<file path="src/hdl/vat_pkg.sv">
// Constants, types and timing counts for the VL/AT bus cycle controller.
// Assumes one core clock of CLK_MHZ; control pins are synchronised before use, data and request pins are not.
package vat_pkg;
	// ************
	// Clock and timing
	// ************
	localparam int CLK_MHZ = 250;
	localparam int LCLK_MAX_MHZ = 33;
	localparam int AT_BALE_NS = 40;
	localparam int AT_CMD_NS = 180;
	localparam int AT_ZWS_NS = 60;
	localparam int AT_GAP_UNIT_NS = 120;
	localparam int BALE_CYC = (AT_BALE_NS * CLK_MHZ + 999) / 1000;
	localparam int CMD_CYC = (AT_CMD_NS * CLK_MHZ + 999) / 1000;
	localparam int ZWS_CYC = (AT_ZWS_NS * CLK_MHZ + 999) / 1000;
	localparam int GAP_UNIT_CYC = (AT_GAP_UNIT_NS * CLK_MHZ + 999) / 1000;
	localparam logic [1:0] CLAIM_EDGE = 2'h2;
	localparam logic [1:0] TIMEOUT_EDGE = 2'h3;
	// ************
	// Utility bus read ports
	// ************
	localparam logic [15:0] PORT_KBD_DATA = 16'h0060;
	localparam logic [15:0] PORT_KBD_STAT = 16'h0064;
	localparam logic [15:0] PORT_RTC_INDEX = 16'h0070;
	localparam logic [15:0] PORT_RTC_DATA = 16'h0071;
	// ************
	// Synchroniser bit positions
	// ************
	localparam int S_LCLK = 0, S_FRAME = 1, S_LDEV = 2, S_LRDY = 3, S_CHRDY = 4;
	localparam int S_M16 = 5, S_IO_16BIT_SELECT = 6, S_ZWS = 7, S_ROM_CHIP_SELECT_N = 8, S_PDEVSEL = 9;
	localparam int S_LMEM = 10, S_MSTR = 11, S_MMEMR = 12, S_MMEMW = 13, S_NVRAM = 14;
	localparam int SYNC_W = 15;
	localparam logic [SYNC_W-1:0] SYNC_RESET = 15'h7FFE;
	localparam int FIFO_DEPTH = 8;
	localparam int DATA_W = 32;
	typedef enum logic [3:0] {
		ST_IDLE, ST_LCLK_WAIT, ST_VL_DATA, ST_AT_STATUS, ST_AT_CMD, ST_AT_GAP, ST_DONE, ST_MASTER
	} vat_state_t;
endpackage

</file>
<file path="src/hdl/vat_lane_if.sv">
// Byte lane steering signals between the cycle engine and the steering logic.
// Assumes the engine drives pending lanes and the steering answers combinationally.
`timescale 1ns/1ps
interface vat_lane_if;
	logic [3:0] pending;
	logic wide;
	logic [31:0] wdata;
	logic [15:0] sd_rd;
	logic [31:0] rold;
	logic [3:0] take;
	logic [1:0] a_lo;
	logic sbhe_n;
	logic [15:0] sd_wr;
	logic [31:0] rnew;
	modport eng(output pending, wide, wdata, sd_rd, rold, input take, a_lo, sbhe_n, sd_wr, rnew);
	modport stg(input pending, wide, wdata, sd_rd, rold, output take, a_lo, sbhe_n, sd_wr, rnew);
endinterface

</file>
<file path="src/hdl/vat_steer.sv">
// Steering of 32-bit byte lanes onto an 8 or 16 bit AT data bus.
// Assumes pending holds at least one lane while a transfer is in progress.
`timescale 1ns/1ps
module vat_steer (
	vat_lane_if.stg lane
);
	logic [1:0] first;
	logic pair;

	always_comb begin
		first = 2'h0;
		for (int i = 3; i >= 0; i--) begin
			if (lane.pending[i]) begin
				first = 2'(i);
			end
		end
		pair = lane.wide && !first[0] && lane.pending[first | 2'h1];
		lane.take = (4'h1 << first) | (pair ? (4'h2 << first) : 4'h0);
		lane.a_lo = pair ? {first[1], 1'b0} : first;
		// Odd byte on a narrow device is swapped onto the low lane
		lane.sbhe_n = !(pair || (lane.wide && first[0]));
		lane.sd_wr = {lane.wdata[8*(first | 2'h1) +: 8],
			lane.wdata[8*((lane.wide ? (first & 2'h2) : first)) +: 8]};
	end

	genvar k;
	generate
		for (k = 0; k < 4; k++) begin : g_lane
			assign lane.rnew[8*k +: 8] = !lane.take[k] ? lane.rold[8*k +: 8] :
				((lane.wide && (k % 2 == 1)) ? lane.sd_rd[15:8] : lane.sd_rd[7:0]);
		end
	endgenerate
endmodule

</file>
<file path="src/hdl/vat_fifo.sv">
// Word FIFO with valid/ready on both sides.
// Assumes a single clock; full and empty are exact.
`timescale 1ns/1ps
module vat_fifo #(
	parameter int WIDTH = 32,
	parameter int DEPTH = 8
) (
	// Clock and reset
	input wire logic clock_in,
	input wire logic rst_in,
	// Fill side
	input wire logic in_valid_in,
	output logic in_ready_out,
	input wire logic [WIDTH-1:0] in_data_in,
	// Drain side
	output logic out_valid_out,
	input wire logic out_ready_in,
	output logic [WIDTH-1:0] out_data_out
);
	localparam int AW = $clog2(DEPTH);
	typedef struct packed {
		logic [AW-1:0] wr;
		logic [AW-1:0] rd;
		logic [AW:0] count;
	} vat_fifo_t;
	vat_fifo_t st, next_st;
	logic [WIDTH-1:0] mem [DEPTH];
	logic push, pop;

	assign in_ready_out = (st.count != (AW+1)'(DEPTH));
	assign out_valid_out = (st.count != '0);
	assign out_data_out = mem[st.rd];
	assign push = in_valid_in && in_ready_out;
	assign pop = out_valid_out && out_ready_in;

	always_comb begin
		next_st = st;
		if (push) begin
			next_st.wr = (st.wr == AW'(DEPTH - 1)) ? '0 : st.wr + 1'b1;
		end
		if (pop) begin
			next_st.rd = (st.rd == AW'(DEPTH - 1)) ? '0 : st.rd + 1'b1;
		end
		next_st.count = st.count + (AW+1)'(push) - (AW+1)'(pop);
	end

	always_ff @(posedge clock_in) begin
		if (rst_in) begin
			st <= '0;
		end else begin
			st <= next_st;
		end
		if (push) begin
			mem[st.wr] <= in_data_in;
		end
	end
endmodule

</file>
<file path="src/hdl/vat_top.sv">
// VL/AT bus cycle controller: offers cycles not claimed by local memory to a VL slave, else runs AT cycles unless another PCI target claims them.
// Assumes upstream presents decoded cycle info with frame; all pins are asynchronous.
`timescale 1ns/1ps
module vat_top
	import vat_pkg::*;
(
	// Clock and reset
	input wire logic clock_in,
	input wire logic rst_in,
	// Upstream cycle request
	input wire logic frame_n_in,
	input wire logic lmem_n_in,
	input wire logic pci_devsel_n_in,
	input wire logic [31:0] ad_in,
	input wire logic [3:0] cbe_n_in,
	input wire logic a2_in,
	input wire logic is_io_in,
	input wire logic is_write_in,
	input wire logic isa_master_in,
	input wire logic vl_enable_in,
	input wire logic [1:0] isa_gap_in,
	output logic devsel_n_out,
	output logic cpu_burst_ready_n_out,
	// Upstream read data
	output logic [31:0] ad_out,
	output logic ad_valid_out,
	input wire logic ad_ready_in,
	// Local bus
	input wire logic lclk_in,
	output logic lads_n_out,
	output logic lwrite_out,
	input wire logic ldev_n_in,
	input wire logic lrdy_n_in,
	input wire logic [31:0] memory_data_bus_in,
	output logic [31:0] memory_data_bus_out,
	output logic memory_data_bus_oe_n_out,
	// AT bus
	output logic bale_out,
	output logic [15:0] at_addr_out,
	output logic sbhe_n_out,
	output logic memr_n_out,
	output logic memw_n_out,
	output logic ior_n_out,
	output logic iow_n_out,
	input wire logic mem_16bit_select_n_in,
	input wire logic io_16bit_select_n_in,
	input wire logic zero_wait_request_n_in,
	input wire logic iochrdy_in,
	output logic iochrdy_out,
	output logic iochrdy_oe_n_out,
	input wire logic [15:0] sd_in,
	output logic [15:0] sd_out,
	output logic sd_oe_n_out,
	// AT master and DMA to system memory
	input wire logic master_sysmem_n_in,
	input wire logic master_memr_n_in,
	input wire logic master_memw_n_in,
	input wire logic master_a1_in,
	// Utility bus
	input wire logic rom_chip_select_n_in,
	input wire logic nvram_read_n_in,
	output logic utility_bus_direction_out
);
	typedef struct packed {
		vat_state_t state;
		logic [SYNC_W-1:0] sync1;
		logic [SYNC_W-1:0] sync2;
		logic lclk_d;
		logic frame_d;
		logic [1:0] edges;
		logic [7:0] cnt;
		logic io;
		logic wr;
		logic at_master;
		logic [15:0] addr;
		logic [3:0] pending;
		logic wide;
		logic [31:0] wdata;
		logic [31:0] rdata;
		logic devsel_n;
		logic cpu_burst_ready_n_n;
		logic lads_n;
		logic lwrite;
		logic [31:0] md_out;
		logic md_oe_n;
		logic bale;
		logic [15:0] at_addr;
		logic sbhe_n;
		logic memr_n, memw_n, ior_n, iow_n;
		logic chrdy_oe_n;
		logic [15:0] sd_out;
		logic sd_oe_n;
		logic utility_bus_direction;
		logic [31:0] ad_data;
		logic ad_valid;
	} vat_state_s_t;
	vat_state_s_t st, next_st;

	vat_lane_if lane();
	logic fifo_in_ready, fifo_out_valid, fifo_pop, push_rd;
	logic [31:0] fifo_out_data;
	logic lclk_rise, frame_fall, cmd_end, utility_read;
	logic [15:0] io_port;
	logic [7:0] gap_cycles;

	// ************
	// Steering and read buffer
	// ************
	assign lane.pending = st.pending;
	assign lane.wide = st.wide;
	assign lane.wdata = st.wdata;
	assign lane.sd_rd = sd_in;
	assign lane.rold = st.rdata;
	vat_steer u_steer (
		.lane(lane)
	);

	// Read data stalls the engine in ST_DONE until the buffer has room
	assign push_rd = (st.state == ST_DONE) && !st.wr;
	assign fifo_pop = fifo_out_valid && (!st.ad_valid || ad_ready_in);
	vat_fifo #(
		.WIDTH(DATA_W),
		.DEPTH(FIFO_DEPTH)
	) u_fifo (
		.clock_in(clock_in),
		.rst_in(rst_in),
		.in_valid_in(push_rd),
		.in_ready_out(fifo_in_ready),
		.in_data_in(st.rdata),
		.out_valid_out(fifo_out_valid),
		.out_ready_in(fifo_pop),
		.out_data_out(fifo_out_data)
	);

	// ************
	// Sampled pin events
	// ************
	// local clock edges found
	assign lclk_rise = st.sync2[S_LCLK] && !st.lclk_d;
	assign frame_fall = !st.sync2[S_FRAME] && st.frame_d;
	assign cmd_end = (!st.sync2[S_ZWS] && st.cnt >= 8'(ZWS_CYC - 1)) ||
		(st.sync2[S_CHRDY] && st.cnt >= 8'(CMD_CYC - 1));
	assign gap_cycles = 8'((int'(isa_gap_in) + 1) * GAP_UNIT_CYC);
	assign io_port = st.at_addr;
	assign utility_read = (!st.sync2[S_ROM_CHIP_SELECT_N] && (!st.memr_n || !st.sync2[S_MMEMR])) ||
		(!st.ior_n && (io_port == PORT_KBD_DATA || io_port == PORT_KBD_STAT ||
		io_port == PORT_RTC_INDEX || io_port == PORT_RTC_DATA)) || !st.sync2[S_NVRAM];

	// ************
	// Cycle engine
	// ************
	always_comb begin
		next_st = st;
		next_st.sync1 = {!nvram_read_n_in ? 1'b0 : 1'b1, master_memw_n_in, master_memr_n_in,
			master_sysmem_n_in, lmem_n_in, pci_devsel_n_in, rom_chip_select_n_in,
			zero_wait_request_n_in, io_16bit_select_n_in, mem_16bit_select_n_in,
			iochrdy_in, lrdy_n_in, ldev_n_in, frame_n_in, lclk_in};
		next_st.sync2 = st.sync1;
		next_st.lclk_d = st.sync2[S_LCLK];
		next_st.frame_d = st.sync2[S_FRAME];
		next_st.cpu_burst_ready_n_n = 1'b1;
		next_st.utility_bus_direction = !utility_read;
		if (fifo_pop) begin
			next_st.ad_data = fifo_out_data;
			next_st.ad_valid = 1'b1;
		end else if (ad_ready_in) begin
			next_st.ad_valid = 1'b0;
		end
		case (st.state)
			ST_IDLE: begin
				next_st.edges = 2'h0;
				if (frame_fall && st.sync2[S_LMEM]) begin
					next_st.addr = ad_in[15:0];
					next_st.io = is_io_in;
					next_st.wr = is_write_in;
					next_st.at_master = isa_master_in;
					next_st.pending = ~cbe_n_in;
					next_st.rdata = 32'h0;
					next_st.chrdy_oe_n = !isa_master_in;
					next_st.state = ST_LCLK_WAIT;
				end else if (!st.sync2[S_MSTR]) begin
					next_st.state = ST_MASTER;
				end
			end
			ST_LCLK_WAIT: begin
				if (lclk_rise) begin
					next_st.edges = st.edges + 2'h1;
					if (st.edges == 2'h0) begin
						next_st.wdata = ad_in;
						next_st.lwrite = st.wr;
						next_st.lads_n = !vl_enable_in;
					end else if (st.edges + 2'h1 == CLAIM_EDGE) begin
						next_st.lads_n = 1'b1;
						if (vl_enable_in && !st.sync2[S_LDEV]) begin
							next_st.devsel_n = 1'b0;
							// write data on upper memory data
							next_st.md_out = st.wdata;
							next_st.md_oe_n = !st.wr;
							next_st.state = ST_VL_DATA;
						end
					end else if (st.edges + 2'h1 == TIMEOUT_EDGE) begin
						if (!st.sync2[S_PDEVSEL]) begin
							next_st.chrdy_oe_n = 1'b1;
							next_st.state = ST_IDLE;
						end else begin
							next_st.cnt = 8'h0;
							// Raised on entry so BALE spans the whole status state
							next_st.bale = 1'b1;
							next_st.state = ST_AT_STATUS;
						end
					end
				end
			end
			ST_VL_DATA: begin
				if (lclk_rise && !st.sync2[S_LRDY]) begin
					// read data from upper memory data
					next_st.rdata = memory_data_bus_in;
					next_st.md_oe_n = 1'b1;
					next_st.devsel_n = 1'b1;
					next_st.state = ST_DONE;
				end
			end
			ST_AT_STATUS: begin
				// lane, A2 and low address steering
				next_st.bale = 1'b1;
				next_st.wide = 1'b1;
				next_st.at_addr = {st.addr[15:3], a2_in, lane.a_lo};
				next_st.sbhe_n = lane.sbhe_n;
				next_st.cnt = st.cnt + 8'h1;
				if (st.cnt >= 8'(BALE_CYC - 1)) begin
					next_st.bale = 1'b0;
					next_st.wide = st.io ? 1'b0 : !st.sync2[S_M16];
					next_st.memr_n = st.io || st.wr;
					next_st.memw_n = st.io || !st.wr;
					next_st.ior_n = !st.io || st.wr;
					next_st.iow_n = !st.io || !st.wr;
					next_st.cnt = 8'h0;
					next_st.state = ST_AT_CMD;
				end
			end
			ST_AT_CMD: begin
				if (st.io && !st.sync2[S_IO_16BIT_SELECT]) begin
					next_st.wide = 1'b1;
				end
				// write data steered to AT bus
				next_st.sd_out = lane.sd_wr;
				next_st.sd_oe_n = !st.wr;
				next_st.cnt = st.cnt + 8'h1;
				if (cmd_end) begin
					next_st.rdata = lane.rnew;
					next_st.pending = st.pending & ~lane.take;
					next_st.memr_n = 1'b1;
					next_st.memw_n = 1'b1;
					next_st.ior_n = 1'b1;
					next_st.iow_n = 1'b1;
					next_st.sd_oe_n = 1'b1;
					next_st.cnt = 8'h0;
					next_st.state = ST_AT_GAP;
				end
			end
			ST_AT_GAP: begin
				next_st.cnt = st.cnt + 8'h1;
				if (st.cnt >= gap_cycles - 8'h1) begin
					next_st.cnt = 8'h0;
					next_st.bale = (st.pending != 4'h0);
					next_st.state = (st.pending == 4'h0) ? ST_DONE : ST_AT_STATUS;
				end
			end
			ST_DONE: begin
				if (st.wr || fifo_in_ready) begin
					next_st.cpu_burst_ready_n_n = st.at_master;
					next_st.chrdy_oe_n = 1'b1;
					next_st.state = ST_IDLE;
				end
			end
			ST_MASTER: begin
				// AT side and memory data routed
				next_st.md_out = {sd_in, sd_in};
				next_st.md_oe_n = st.sync2[S_MMEMW];
				next_st.sd_out = master_a1_in ? memory_data_bus_in[31:16] : memory_data_bus_in[15:0];
				next_st.sd_oe_n = st.sync2[S_MMEMR];
				if (st.sync2[S_MSTR]) begin
					next_st.md_oe_n = 1'b1;
					next_st.sd_oe_n = 1'b1;
					next_st.state = ST_IDLE;
				end
			end
			default: begin
				next_st.state = ST_IDLE;
			end
		endcase
	end

	always_ff @(posedge clock_in) begin
		if (rst_in) begin
			st <= '0;
			st.state <= ST_IDLE;
			st.sync1 <= SYNC_RESET;
			st.sync2 <= SYNC_RESET;
			st.frame_d <= 1'b1;
			{st.devsel_n, st.cpu_burst_ready_n_n, st.lads_n, st.md_oe_n, st.sbhe_n} <= 5'h1F;
			{st.memr_n, st.memw_n, st.ior_n, st.iow_n} <= 4'hF;
			{st.chrdy_oe_n, st.sd_oe_n, st.utility_bus_direction} <= 3'h7;
		end else begin
			st <= next_st;
		end
	end

	// ************
	// Outputs
	// ************
	assign devsel_n_out = st.devsel_n;
	assign cpu_burst_ready_n_out = st.cpu_burst_ready_n_n;
	assign ad_out = st.ad_data;
	assign ad_valid_out = st.ad_valid;
	assign lads_n_out = st.lads_n;
	assign lwrite_out = st.lwrite;
	assign memory_data_bus_out = st.md_out;
	assign memory_data_bus_oe_n_out = st.md_oe_n;
	assign bale_out = st.bale;
	assign at_addr_out = st.at_addr;
	assign sbhe_n_out = st.sbhe_n;
	assign memr_n_out = st.memr_n;
	assign memw_n_out = st.memw_n;
	assign ior_n_out = st.ior_n;
	assign iow_n_out = st.iow_n;
	// Open-drain: only ever pulls low
	assign iochrdy_out = 1'b0;
	assign iochrdy_oe_n_out = st.chrdy_oe_n;
	assign sd_out = st.sd_out;
	assign sd_oe_n_out = st.sd_oe_n;
	assign utility_bus_direction_out = st.utility_bus_direction;

	// ************
	// Checks
	// ************
	chk_lads_one_lclk: assert property (@(posedge clock_in) disable iff (rst_in)
		$fell(st.lads_n) |-> (st.state == ST_LCLK_WAIT) && (st.edges == 2'h1))
		else $error("local strobe not on first local clock");
	chk_devsel_claim: assert property (@(posedge clock_in) disable iff (rst_in)
		$fell(st.devsel_n) |-> st.state == ST_VL_DATA && st.bale == 1'b0)
		else $error("devsel without claim path");
	chk_no_at_on_claim: assert property (@(posedge clock_in) disable iff (rst_in)
		!st.devsel_n |-> st.memr_n && st.memw_n && st.ior_n && st.iow_n && !st.bale)
		else $error("AT command while local slave claimed");
	chk_bale_before_cmd: assert property (@(posedge clock_in) disable iff (rst_in)
		($fell(st.memr_n) || $fell(st.ior_n) || $fell(st.memw_n) || $fell(st.iow_n))
		|-> $past(st.bale))
		else $error("command without preceding BALE");
	chk_cmd_min_len: assert property (@(posedge clock_in) disable iff (rst_in)
		$fell(st.memr_n) && st.sync2[S_ZWS] |-> !st.memr_n [*3])
		else $error("memory read command too short");
	chk_cpu_burst_ready_n_pulse: assert property (@(posedge clock_in) disable iff (rst_in)
		!st.cpu_burst_ready_n_n |=> st.cpu_burst_ready_n_n && st.state == ST_IDLE)
		else $error("burst ready not a single pulse");
	chk_utility_bus_direction_rest: assert property (@(posedge clock_in) disable iff (rst_in)
		st.state == ST_IDLE && st.sync2[S_ROM_CHIP_SELECT_N] && st.sync2[S_NVRAM] && st.ior_n
		&& st.sync2[S_MMEMR] |=> st.utility_bus_direction)
		else $error("direction not resting high");
	chk_timeout_at: assert property (@(posedge clock_in) disable iff (rst_in)
		$rose(st.bale) |-> $past(st.state) == ST_LCLK_WAIT || $past(st.state) == ST_AT_GAP)
		else $error("AT cycle started without timeout");
	chk_gap_len: assert property (@(posedge clock_in) disable iff (rst_in)
		st.state == ST_AT_GAP && next_st.state != ST_AT_GAP
		|-> st.cnt >= 8'(GAP_UNIT_CYC - 1))
		else $error("ISA gap shorter than one unit");
endmodule

</file>
<file path="config.mk">
export PLATFORM = sky130hd
export DESIGN_NAME = vat_top
export DESIGN_NICKNAME = d
export VERILOG_FILES = /design/src/hdl/vat_pkg.sv /design/src/hdl/vat_lane_if.sv /design/src/hdl/vat_steer.sv /design/src/hdl/vat_fifo.sv /design/src/hdl/vat_top.sv
export SDC_FILE = /design/constraint.sdc
export NUM_CORES = 1
export LEC_CHECK = 0
export ABC_AREA = 1
export BUFFER_PORTS_ARGS = -buffer_cell sky130_fd_sc_hd__buf_2
export CAP_MARGIN = 20
export CORE_MARGIN = 3
export CORE_UTILIZATION = 30
export CTS_BUF_LIST = sky130_fd_sc_hd__clkbuf_4 sky130_fd_sc_hd__clkbuf_8 sky130_fd_sc_hd__clkbuf_16
export DETAILED_ROUTE_END_ITERATION = 8
export PLACE_DENSITY = 0.53
export SYNTH_ARGS = -nofsm -noshare
export SYNTH_HDL_FRONTEND = slang
export SYNTH_SLANG_ARGS = --single-unit
</file>
<file path="constraint.sdc">
create_clock -name clock_in -period 4.35 [get_ports clock_in]
set_input_delay 0 -clock clock_in [delete_from_list [all_inputs] [get_ports clock_in]]
set_output_delay 0 -clock clock_in [all_outputs]
set_load 0.005 [all_outputs]
</file>
[Word-level counts from Yosys, hierarchy flattened]
Memories as Yosys holds them, arrays and structs flattened. A register that Yosys moved wholly into a read port is not among the register bits.
Cells that the tools add are included.
Cells by class
  add/sub/neg operators: 8
  $mul: 1
  divide/modulo/power cells: 0
  magnitude comparators: 5
  equality and inequality tests: 39
  shifts and indexed selects: 4
  muxes and demuxes: 94
  bitwise gates (word level): 6
  reduce and logical (&&, ||, !) cells: 88
Operator list (count)
  2-to-1 mux 33 bit: 3
  2-to-1 mux 8 bit: 12
  case mux 32 bit (3 select lines): 1
  2-to-1 mux 4 bit: 18
  2-to-1 mux 34 bit: 2
  equality test 16 x 7 -> 1 bit, second input constant: 4
  2-to-1 mux 32 bit: 2
  case mux 32 bit (2 select lines): 1
  variable part select 32 x 6 -> 8 bit: 2
  != test 2 bit, second input constant: 19
  2-to-1 mux 1 bit: 34
  case mux 17 bit (2 select lines): 1
  case mux 4 bit (8 select lines): 1
  case mux 8 bit (4 select lines): 1
  AND reduction 5 bit: 5
  zero test 1 bit: 20
  AND reduction 6 bit: 3
  logical AND 1 bit: 17
  equality test 4 x 3 -> 1 bit, second input constant: 4
  greater-or-equal comparator 8 x 4 -> 1 bit, second input constant: 2
  2-to-1 mux 16 bit: 1
  case mux 4 bit (2 select lines): 2
  nonzero test 2 bit: 8
  logical OR 1 bit: 14
  40 further kinds: 68
Word-level totals
  register bits after elaboration: 223
  bits in latches: 0
  bits in writable memories: 256
  bits in read-only memories: 0
  input port bits: 110
  output and inout bits: 112
  logic and storage cells: 285
  memories: 1
Memory list
  u_fifo.mem: words 8, bits a word 32, rd ports 1, clocked after Yosys merged registers in 1, write ports 1, RTL line vat_fifo.sv:27  | logic [WIDTH-1:0] mem [DEPTH];

[Longest topological paths before layout]
Gate-level depths: netlist of the first run.
  word-level depth: 13
  mapped depth: 16
  depth with buffers taken out: 16

[Cells and area by module]
From an unflattened synthesis of the first run, not the netlist that was laid out.
Second synthesis, totals
  cells, all modules: 2924
  area total of the unflattened synthesis: 23750.3 µm²
Modules (own cells, without submodules)
  vat_fifo: instances 1, cells each 1201, area each 11851.4 µm², seq. area each 7947.6 µm²
  vat_top: instances 1, cells each 1522, area each 10943.0 µm², seq. area each 4824.6 µm²
  vat_steer: instances 1, cells each 201, area each 955.9 µm², seq. area each 0.0 µm²

[Worst setup path before layout of the first run]
OpenSTA, ideal clock, no wires.
  path kind: reg2reg
  start point: register st[242] (netlist name)
  end point: memory u_fifo.mem[5][0], enable pin
  library setup time: 0.461 ns
  arrival: 3.342 ns
  required time: 3.889 ns
  slack: 0.547 ns
  cell stages (with the launch flop): 7
  buffers on the path: 0
  period minus slack after synthesis: 3.803 ns
  cells stage by stage: dfxtp_1 -> nand2_1 -> nor2_1 -> nand3_1 -> nor2_1 -> inv_1 -> nor3_1
Between the ends
  longest elaborated chain between the ends: 5
RTL lines
  start, declared: RTL line vat_top.sv:97  | vat_state_s_t st, next_st;
  start signal, assigned: RTL line vat_top.sv:305  | st <= next_st;
  equality test 4 x 3 -> 1 bit: RTL line vat_top.sv:119  | assign push_rd = (st.state == ST_DONE) && !st.wr;
  logical AND 1 bit: RTL line vat_top.sv:119
  logical AND 1 bit: RTL line vat_fifo.sv:33  | assign push = in_valid_in && in_ready_out;
  2-to-1 mux 1 bit: RTL line vat_fifo.sv:53  | if (push) begin
  2-to-1 mux 1 bit (implied by the code): RTL line vat_fifo.sv:54  | mem[st.wr] <= in_data_in;
  end, declared: RTL line vat_fifo.sv:27
Every way passes these cells.

[Worst setup path after layout of the first run]
  start point: register st, in the netlist lane.pending[3]
  end point: register st, in the netlist lane.rold[30]
Between the ends
  longest elaborated chain between the ends: 11
  elaborated cells on any way between the ends: 15
  those cells by class: 1 x eq/ne; 2 x shift; 7 x mux; 1 x bitwise; 4 x reduce/logical
RTL lines
  2-to-1 mux 2 bit (4 in a row): RTL line vat_steer.sv:13  | if (lane.pending[i]) begin
  2-to-1 mux 1 bit (implied by the code) or zero test 1 bit (tied branches): RTL line vat_steer.sv:17  | pair = lane.wide && !first[0] && lane.pending[first | 2'h1];
  2-to-1 mux 1 bit (implied by the code) or logical AND 1 bit (tied branches): RTL line vat_steer.sv:17
  logical AND 1 bit: RTL line vat_steer.sv:17
  2-to-1 mux 4 bit: RTL line vat_steer.sv:18  | lane.take = (4'h1 << first) | (pair ? (4'h2 << first) : 4'h0);
  bitwise OR 4 bit *: RTL line vat_steer.sv:18
  != test 2 bit (no line) *
  AND reduction 5 bit (no line) *
Mark *: on every way between the ends. The rest lies on a longest branch, timed or not. The select of a mux whose other input is x is not followed.
A chain may end at the register's enable or synchronous reset.

==> metrics.txt, run 1 <==
fraction of registers with async set/reset=0; Gate power share=0.280; CTS sink cnt=507; DRT Wirelength=65400 um; Worst Hold Endpoint=lane.rold[3]; Syn. warnings=0; Sw Ratio=0.352; setup slack at placement=1.77 ns; FF-to-FF setup slack=1.77 ns; chip height=273 um; Synth top area share=0.359; final setup vio count=0; Inst Count DP=3251; peak supply drop=0.298 mV; min-delay src=memory_data_bus_in[3]; via count=16900; Final min period=2.58 ns; Num CTS Buffers=53; CTS tree=yes; maximum number of pins on one net before global-route repair=126; die area=0.0746 mm^2; reg2reg end=lane.rold[30]; max-slew violations=0; first-pass GRT wire length=99100 um; share of post-route cells with drive strength above 1=0.160; slew margin rel.=0.316; fin crit share=0.594; Via density=4.88; Post-synth EDFFs=256; initial antenna violation count=2; R2R depth=10; WS Path Type=flip-flop to flip-flop; Sw Pwr=5.29 mW; Routed Antenna Nets=0; GPL Wtd Cong=0.901; WP data required=4.85 ns; Pleak=10.1 nW; setup TNS=0 ns; top-count cell post-synth=o21ai_0; status=finished clean; initial core utilization=0.304; CP Capture Type=flip-flop; NumNets Final=2626; slew at the pin closest to its max-slew limit=1.03 ns; Port-buffer cells=220; Synth Instances=2288; Root Driver=clkbuf_16; gr ovfl total=0; cts repair resizes=0; clock buffer depth=3; syn nets=2429; clock skew=0.0278 ns; DR iter-0 viols=1176; Netlist cell types=43; fin worst setup slack=1.77 ns; row count=97; RSZ-0062 raised after global routing=false; Clock Power Share=0.303; synthesized flop and latch total=507; Synth area leaders=edfxtp_1, dfxtp_1, o21ai_0; chip width=273 um; Wirelength per Cell=18.8 um; DP Wirelength=43400 um; internal power=9.73 mW; IO Pins=222; ys flop type=edfxtp_1; clock transition at the registers of the reported paths=0.06 ns; Hold Path Depth=6; sequential fraction of the synthesis area=0.594; pwr dens=584 mW/mm^2; Crit Path Max Fanout=28; HP Class=primary input to flip-flop; crit path DAT=3.08 ns; via count of the first global-routing pass=16500; final cell count without fillers=3471; CP startpoint kind=flip-flop; Mapped Area=0.0214 mm^2; FF-to-FF Start=lane.pending[3]; GRT Total Usage=0.170; sequential share of power=0.417; final hold violation count=0; DRC=0; Util after Layout=0.365; top cell type by total area after synthesis=edfxtp_1; area grow syn2layout=20.1%; Final Power=15.0 mW; max_cap viols=0; Max Fclk=387 MHz; H-tree levels=2; later-pin clock latency in the skew report=0.60 ns; Post-synth top cells=o21ai_0, nor2_1, nand2_1; Avg Inst Size Synth=9.36 um^2; Pre-Repair DR Iteration Count=5; Core Footprint=0.0704 mm^2
## worst max-delay path by stage
| stage | from | to | slack (ns) | cells after the start |
|---|---|---|---|---|
| 2_1_floorplan | st[242] | u_fifo.mem[5][0] | 0.55 | 6 |
| 3_3_place_gp | st[242] | memory_data_bus_out[1] | 1.86 | 6 |
| 3_5_place_dp | isa_gap_in[0] | st[202] | 1.77 | 17 |
| 4_1_cts | st[241] | st[194] | 1.78 | 7 |
| 5_1_grt | lane.pending[3] | lane.rold[30] | 1.46 | 10 |
| 6_report | lane.pending[3] | lane.rold[30] | 1.77 | 10 |
## state kept, by name, indices dropped and copies added, names as in the netlist, 4 cells and up
register / cells
lane.pending: 4
sd_out: 16
ad_out: 32
u_fifo.st: 10
u_fifo.mem: 256
memory_data_bus_out: 32
st: 44
lane.wdata: 32
next_st: 17
at_addr_out: 16
lane.rold: 32
## metrics by stage
stage / hold WS [ns] / cell area [um^2]
floorplan: 0.104 / 21400
global placement: 0.183 / 22700
detailed placement: 0.184 / 22800
CTS: 0.00674 / 25700
global route: 0.0783 / 25700
finish: 0.0443 / 25700
## critical path, cell delays in order (launching register included)
cell	delay [ns]
dfxtp_1	0.32
inv_1	0.08
nand2_1	0.09
nand2_1	0.68
clkinv_1	0.55
nand2_1	0.24
nand2_1	0.11
inv_1	0.09
nor2_2	0.07
o21ai_0	0.18
nor2_1	0.05
## power by group through the flow
stage / logic (mW) / registers (mW) / clock network (mW)
6_report: 4.21 / 6.26 / 4.56
5_1_grt: 4.76 / 6.34 / 4.85
4_1_cts: 4.21 / 6.29 / 4.67
3_5_place_dp: 4.11 / 6.38 / 0
3_3_place_gp: 4.03 / 6.36 / 0
2_1_floorplan: 3.07 / 6.07 / 0
## per-layer routing
| layer | share of wire | up-vias | GRT usage | wire (um) |
|---|---|---|---|---|
| met1 | 0.44 | 8126 | 0.226 | 28800 |
| met5 | 0.00014 | - | 0 | 9 |
| met2 | 0.47 | 545 | 0.284 | 30700 |
| met4 | 0.023 | 2 | 0.0465 | 1530 |
| li1 | - | 8164 | - | - |
| met3 | 0.067 | 94 | 0.0330 | 4380 |
## logic make-up after synthesis
logic type,synth area share
other,0.000175
buffers and inverters,0.0803
AND/OR/NAND/NOR,0.152
flip-flops,0.594
AO/OA/AOI/OAI,0.155
XOR/XNOR,0.00123
adder cells (fa/ha/maj),0.0185
## cell usage in the layout, fill, tap and decap left out, types with 7 or more instances in the layout
| master | count |
|---|---|
| o21ai_0 | 364 |
| nor2_1 | 357 |
| nand2_1 | 285 |
| edfxtp_1 | 256 |
| dfxtp_1 | 250 |
| buf_2 | 220 |
| inv_1 | 121 |
| dlygate4sd3_1 | 118 |
| a21oi_1 | 77 |
| nand3_1 | 63 |
| clkbuf_16 | 54 |
| a31oi_1 | 48 |
| o22ai_1 | 41 |
| or2_2 | 36 |
| o221ai_1 | 33 |
| ha_1 | 30 |
| o21ai_1 | 21 |
| buf_4 | 21 |
| clkinv_1 | 12 |
| nor2_2 | 11 |
| nand3b_1 | 11 |
| inv_2 | 9 |
| clkinv_2 | 9 |
| clkbuf_4 | 9 |
| o211ai_1 | 7 |
## layout make-up
type	count	area, um^2
timing repair buffer	364	2540
clock buffer	64	1430
fill	7090	44700
sequential	507	12700
tap	940	1180
inverter	134	505
clock inverter	34	324
multi-input combinational	1425	7020
antenna	3	7.51
## timing repair
action / in CTS / in global routing
buffers inserted: 0 / 0
endpoints found under the hold margin: 170 / 0
hold buffers: 118 / 0
Power figures use the tool's default switching activity.
==> inputs of run 2 (changes only) <==
--- a/config.mk
+++ b/config.mk
@@ -12,7 +12,7 @@
 export CORE_UTILIZATION = 30
 export CTS_BUF_LIST = sky130_fd_sc_hd__clkbuf_4 sky130_fd_sc_hd__clkbuf_8 sky130_fd_sc_hd__clkbuf_16
 export DETAILED_ROUTE_END_ITERATION = 8
-export PLACE_DENSITY = 0.53
+export PLACE_DENSITY = 0.55
 export SYNTH_ARGS = -nofsm -noshare
 export SYNTH_HDL_FRONTEND = slang
 export SYNTH_SLANG_ARGS = --single-unit
==> constraint.sdc (replaced) <==
create_clock -name clock_in -period 2.3 [get_ports clock_in]
set_input_delay 0 -clock clock_in [delete_from_list [all_inputs] [get_ports clock_in]]
set_output_delay 0 -clock clock_in [all_outputs]
set_load 0.005 [all_outputs]
==> run 2 against run 1 <==
Compared with the run above:
- critical path depth down 3
- critical path type unchanged
- largest power group unchanged
- maximum frequency up 24%
- core utilization up 0.56 points
==> metrics.txt, run 2 (synthesis gave the netlist of run 1 again) <==
status=finished clean; area grow syn2layout=22.0%; clock buffer depth=3 (unchanged); chip width=273 um (unchanged); max_cap viols=0 (unchanged); HP Class=primary input to flip-flop; final setup vio count=0 (unchanged); WS Path Type=flip-flop to flip-flop; CP Capture Type=flip-flop; Sw Ratio=0.344 (-0.00815); instance area at placement=0.0232 mm^2 (+1.8%); slew at the pin closest to its max-slew limit=0.763 ns (-0.263 ns); DRT Wirelength=64400 um (-1.6%); Clock Power Share=0.309 (+0.006); initial core utilization=0.304 (unchanged); RSZ-0062 raised after global routing=false; met1 usage=0.222 (-0.00461); crit path DAT=2.35 ns (-0.73 ns); Pleak=10.3 nW (+1.8%); first-pass GRT wire length=98400 um (-0.66%); Gate power share=0.285 (+0.005); most frequent cells in the layout=o21ai_0, nor2_1, nand2_1, edfxtp_1, dfxtp_1; slew margin rel.=0.491 (+0.175); setup slack at placement=-0.0354 ns (-1.81 ns); Final min period=2.09 ns (-0.492 ns); die area=0.0746 mm^2 (unchanged); global routing's busiest layer=met2; Util after Layout=0.371 (+0.00558); CP startpoint kind=flip-flop; DR iter-0 viols=1239 (+5.4%); GPL Wtd Cong=0.909 (+0.88%); gr ovfl total=0 (unchanged); row count=97 (unchanged); final instance area=0.0261 mm^2 (+1.5%); grt met2 use=0.286 (+0.00239); Via density=4.86 (-0.47%); peak supply drop=0.868 mV (+190%); H-tree levels=2 (unchanged); area occupied by multi-input gates=0.00704 mm^2 (+0.36%); IO Pins=222 (unchanged); post-CTS setup buffer count=0 (unchanged); pwr dens=1110 mW/mm^2 (+89%); final hold violation count=0 (unchanged); DRC=0 (unchanged); setup TNS=0 ns (unchanged); chip height=273 um (unchanged); share of post-route cells with drive strength above 1=0.178 (+0.0176); register area=0.0127 mm^2 (about the same); Root Driver=clkbuf_16; GRT Total Usage=0.168 (-0.00220); commonest non-fill, non-tap cell in the layout=o21ai_0; max reg flops=256 (unchanged); CTS sink cnt=507 (unchanged); via count=17000 (+0.37%); initial antenna violation count=7 (+5); Num CTS Buffers=54 (+1.9%); met3 Use GR=0.0295 (-0.00342); clock transition at the registers of the reported paths=0.06 ns (about the same); sequential share of power=0.406 (-0.011); via count of the first global-routing pass=16800 (+1.7%); maximum number of pins on one net before global-route repair=110 (-13%); DP Wirelength=43900 um (+1.1%); Port-buffer cells=220 (unchanged); Wirelength per Cell=18.4 um (-2.4%); Biggest register=u_fifo.mem; Crit Path Max Fanout=32 (+14%); clock skew=0.0349 ns (+0.00706 ns); Max Fclk=478 MHz (+24%); max-slew violations=0 (unchanged); CTS tree=yes; Final Power=28.9 mW (+92%); WP data required=2.56 ns (-2.29 ns); Sw Pwr=9.94 mW (+88%); fin worst setup slack=0.209 ns (-1.56 ns); fillers=7070 (-0.28%); later-pin clock latency in the skew report=0.61 ns (about the same); Routed Antenna Nets=0 (unchanged); Pre-Repair DR Iteration Count=6 (+1); Largest regs=u_fifo.mem (256), st (44); fin crit share=0.909 (+0.315); NumNets Final=2651 (+0.95%); Core Footprint=0.0704 mm^2 (unchanged); internal power=18.9 mW (+95%)
-- run 2: cell count changes in the layout (fill, tap and decap cells not counted), moves of 4 or more --
cell           previous run  this run
clkinv_1                 12         4
clkbuf_4                  9        17
buf_12                    3        14
dlygate4sd3_1           118       106
diode_2                   3         7
buf_4                    21        47
clkinv_4                  4         0
clkbuf_8                  1         7
-- run 2: repair_timing --
| action | in CTS | in global routing |
|---|---|---|
| setup endpoints to repair | 0 | 24 |
| hold buffers | 106 | 0 |
| endpoints found under the hold margin | 143 | 0 |
| resized for setup | 0 | 4 |
-- run 2: layout make-up --
type / instances / share of cell area
Tap cell: 940 / 0.0450
Clock inverter: 20 / 0.00949
Antenna cell: 7 / 0.000671
Multi-Input combinational cell: 1425 / 0.270
Inverter: 134 / 0.0194
Sequential cell: 507 / 0.487
Clock buffer: 79 / 0.0613
Timing Repair Buffer: 388 / 0.107
-- run 2: worst max-delay path: stages (launching register included) --
cell and delay, ns:
dfxtp_1 0.42, nand2_1 0.18, nor2_2 0.19, nand3_2 0.16
nor2_1 0.15, inv_1 0.14, nor3_4 0.23, buf_12 0.26
-- run 2: layer usage --
layer / up-vias / wire [um] / part of all wire
met4: 2 / 1350 / 0.021
met5: - / 13 / 0.00020
met2: 491 / 30500 / 0.47
met1: 8189 / 28900 / 0.45
met3: 88 / 3670 / 0.057
li1: 8223 / - / -
-- run 2: per-stage QoR --
step / cells / hold WS, ns
global placement: 3288 / 0.183
CTS: 3493 / 0.00162
floorplan: 2288 / 0.104
finish: 3500 / 0.0435
detailed placement: 3288 / 0.185
global route: 3499 / 0.0527
-- run 2: power by group through the flow --
stage          Sequential, mW  Combinational, mW  Clock [mW]
5_1_grt                  11.9               9.28        9.47
4_1_cts                  11.7               8.33        9.13
3_5_place_dp             11.9               8.15           0
2_1_floorplan            11.5               5.84           0
3_3_place_gp             11.9               7.99           0
6_report                 11.7               8.24        8.91
-- run 2: path summary, 6_finish.rpt --
check | end | slack (ns) | start | cells past startpoint
hold / removal | lane.rold[7] | 0.04 | memory_data_bus_in[7] | 6
setup reg to reg | u_fifo.mem[5][16] | 0.21 | st[243] | 7
hold reg to reg | next_st[210] | 0.40 | next_st[211] | 2
setup / recovery | u_fifo.mem[5][16] | 0.21 | st[243] | 7
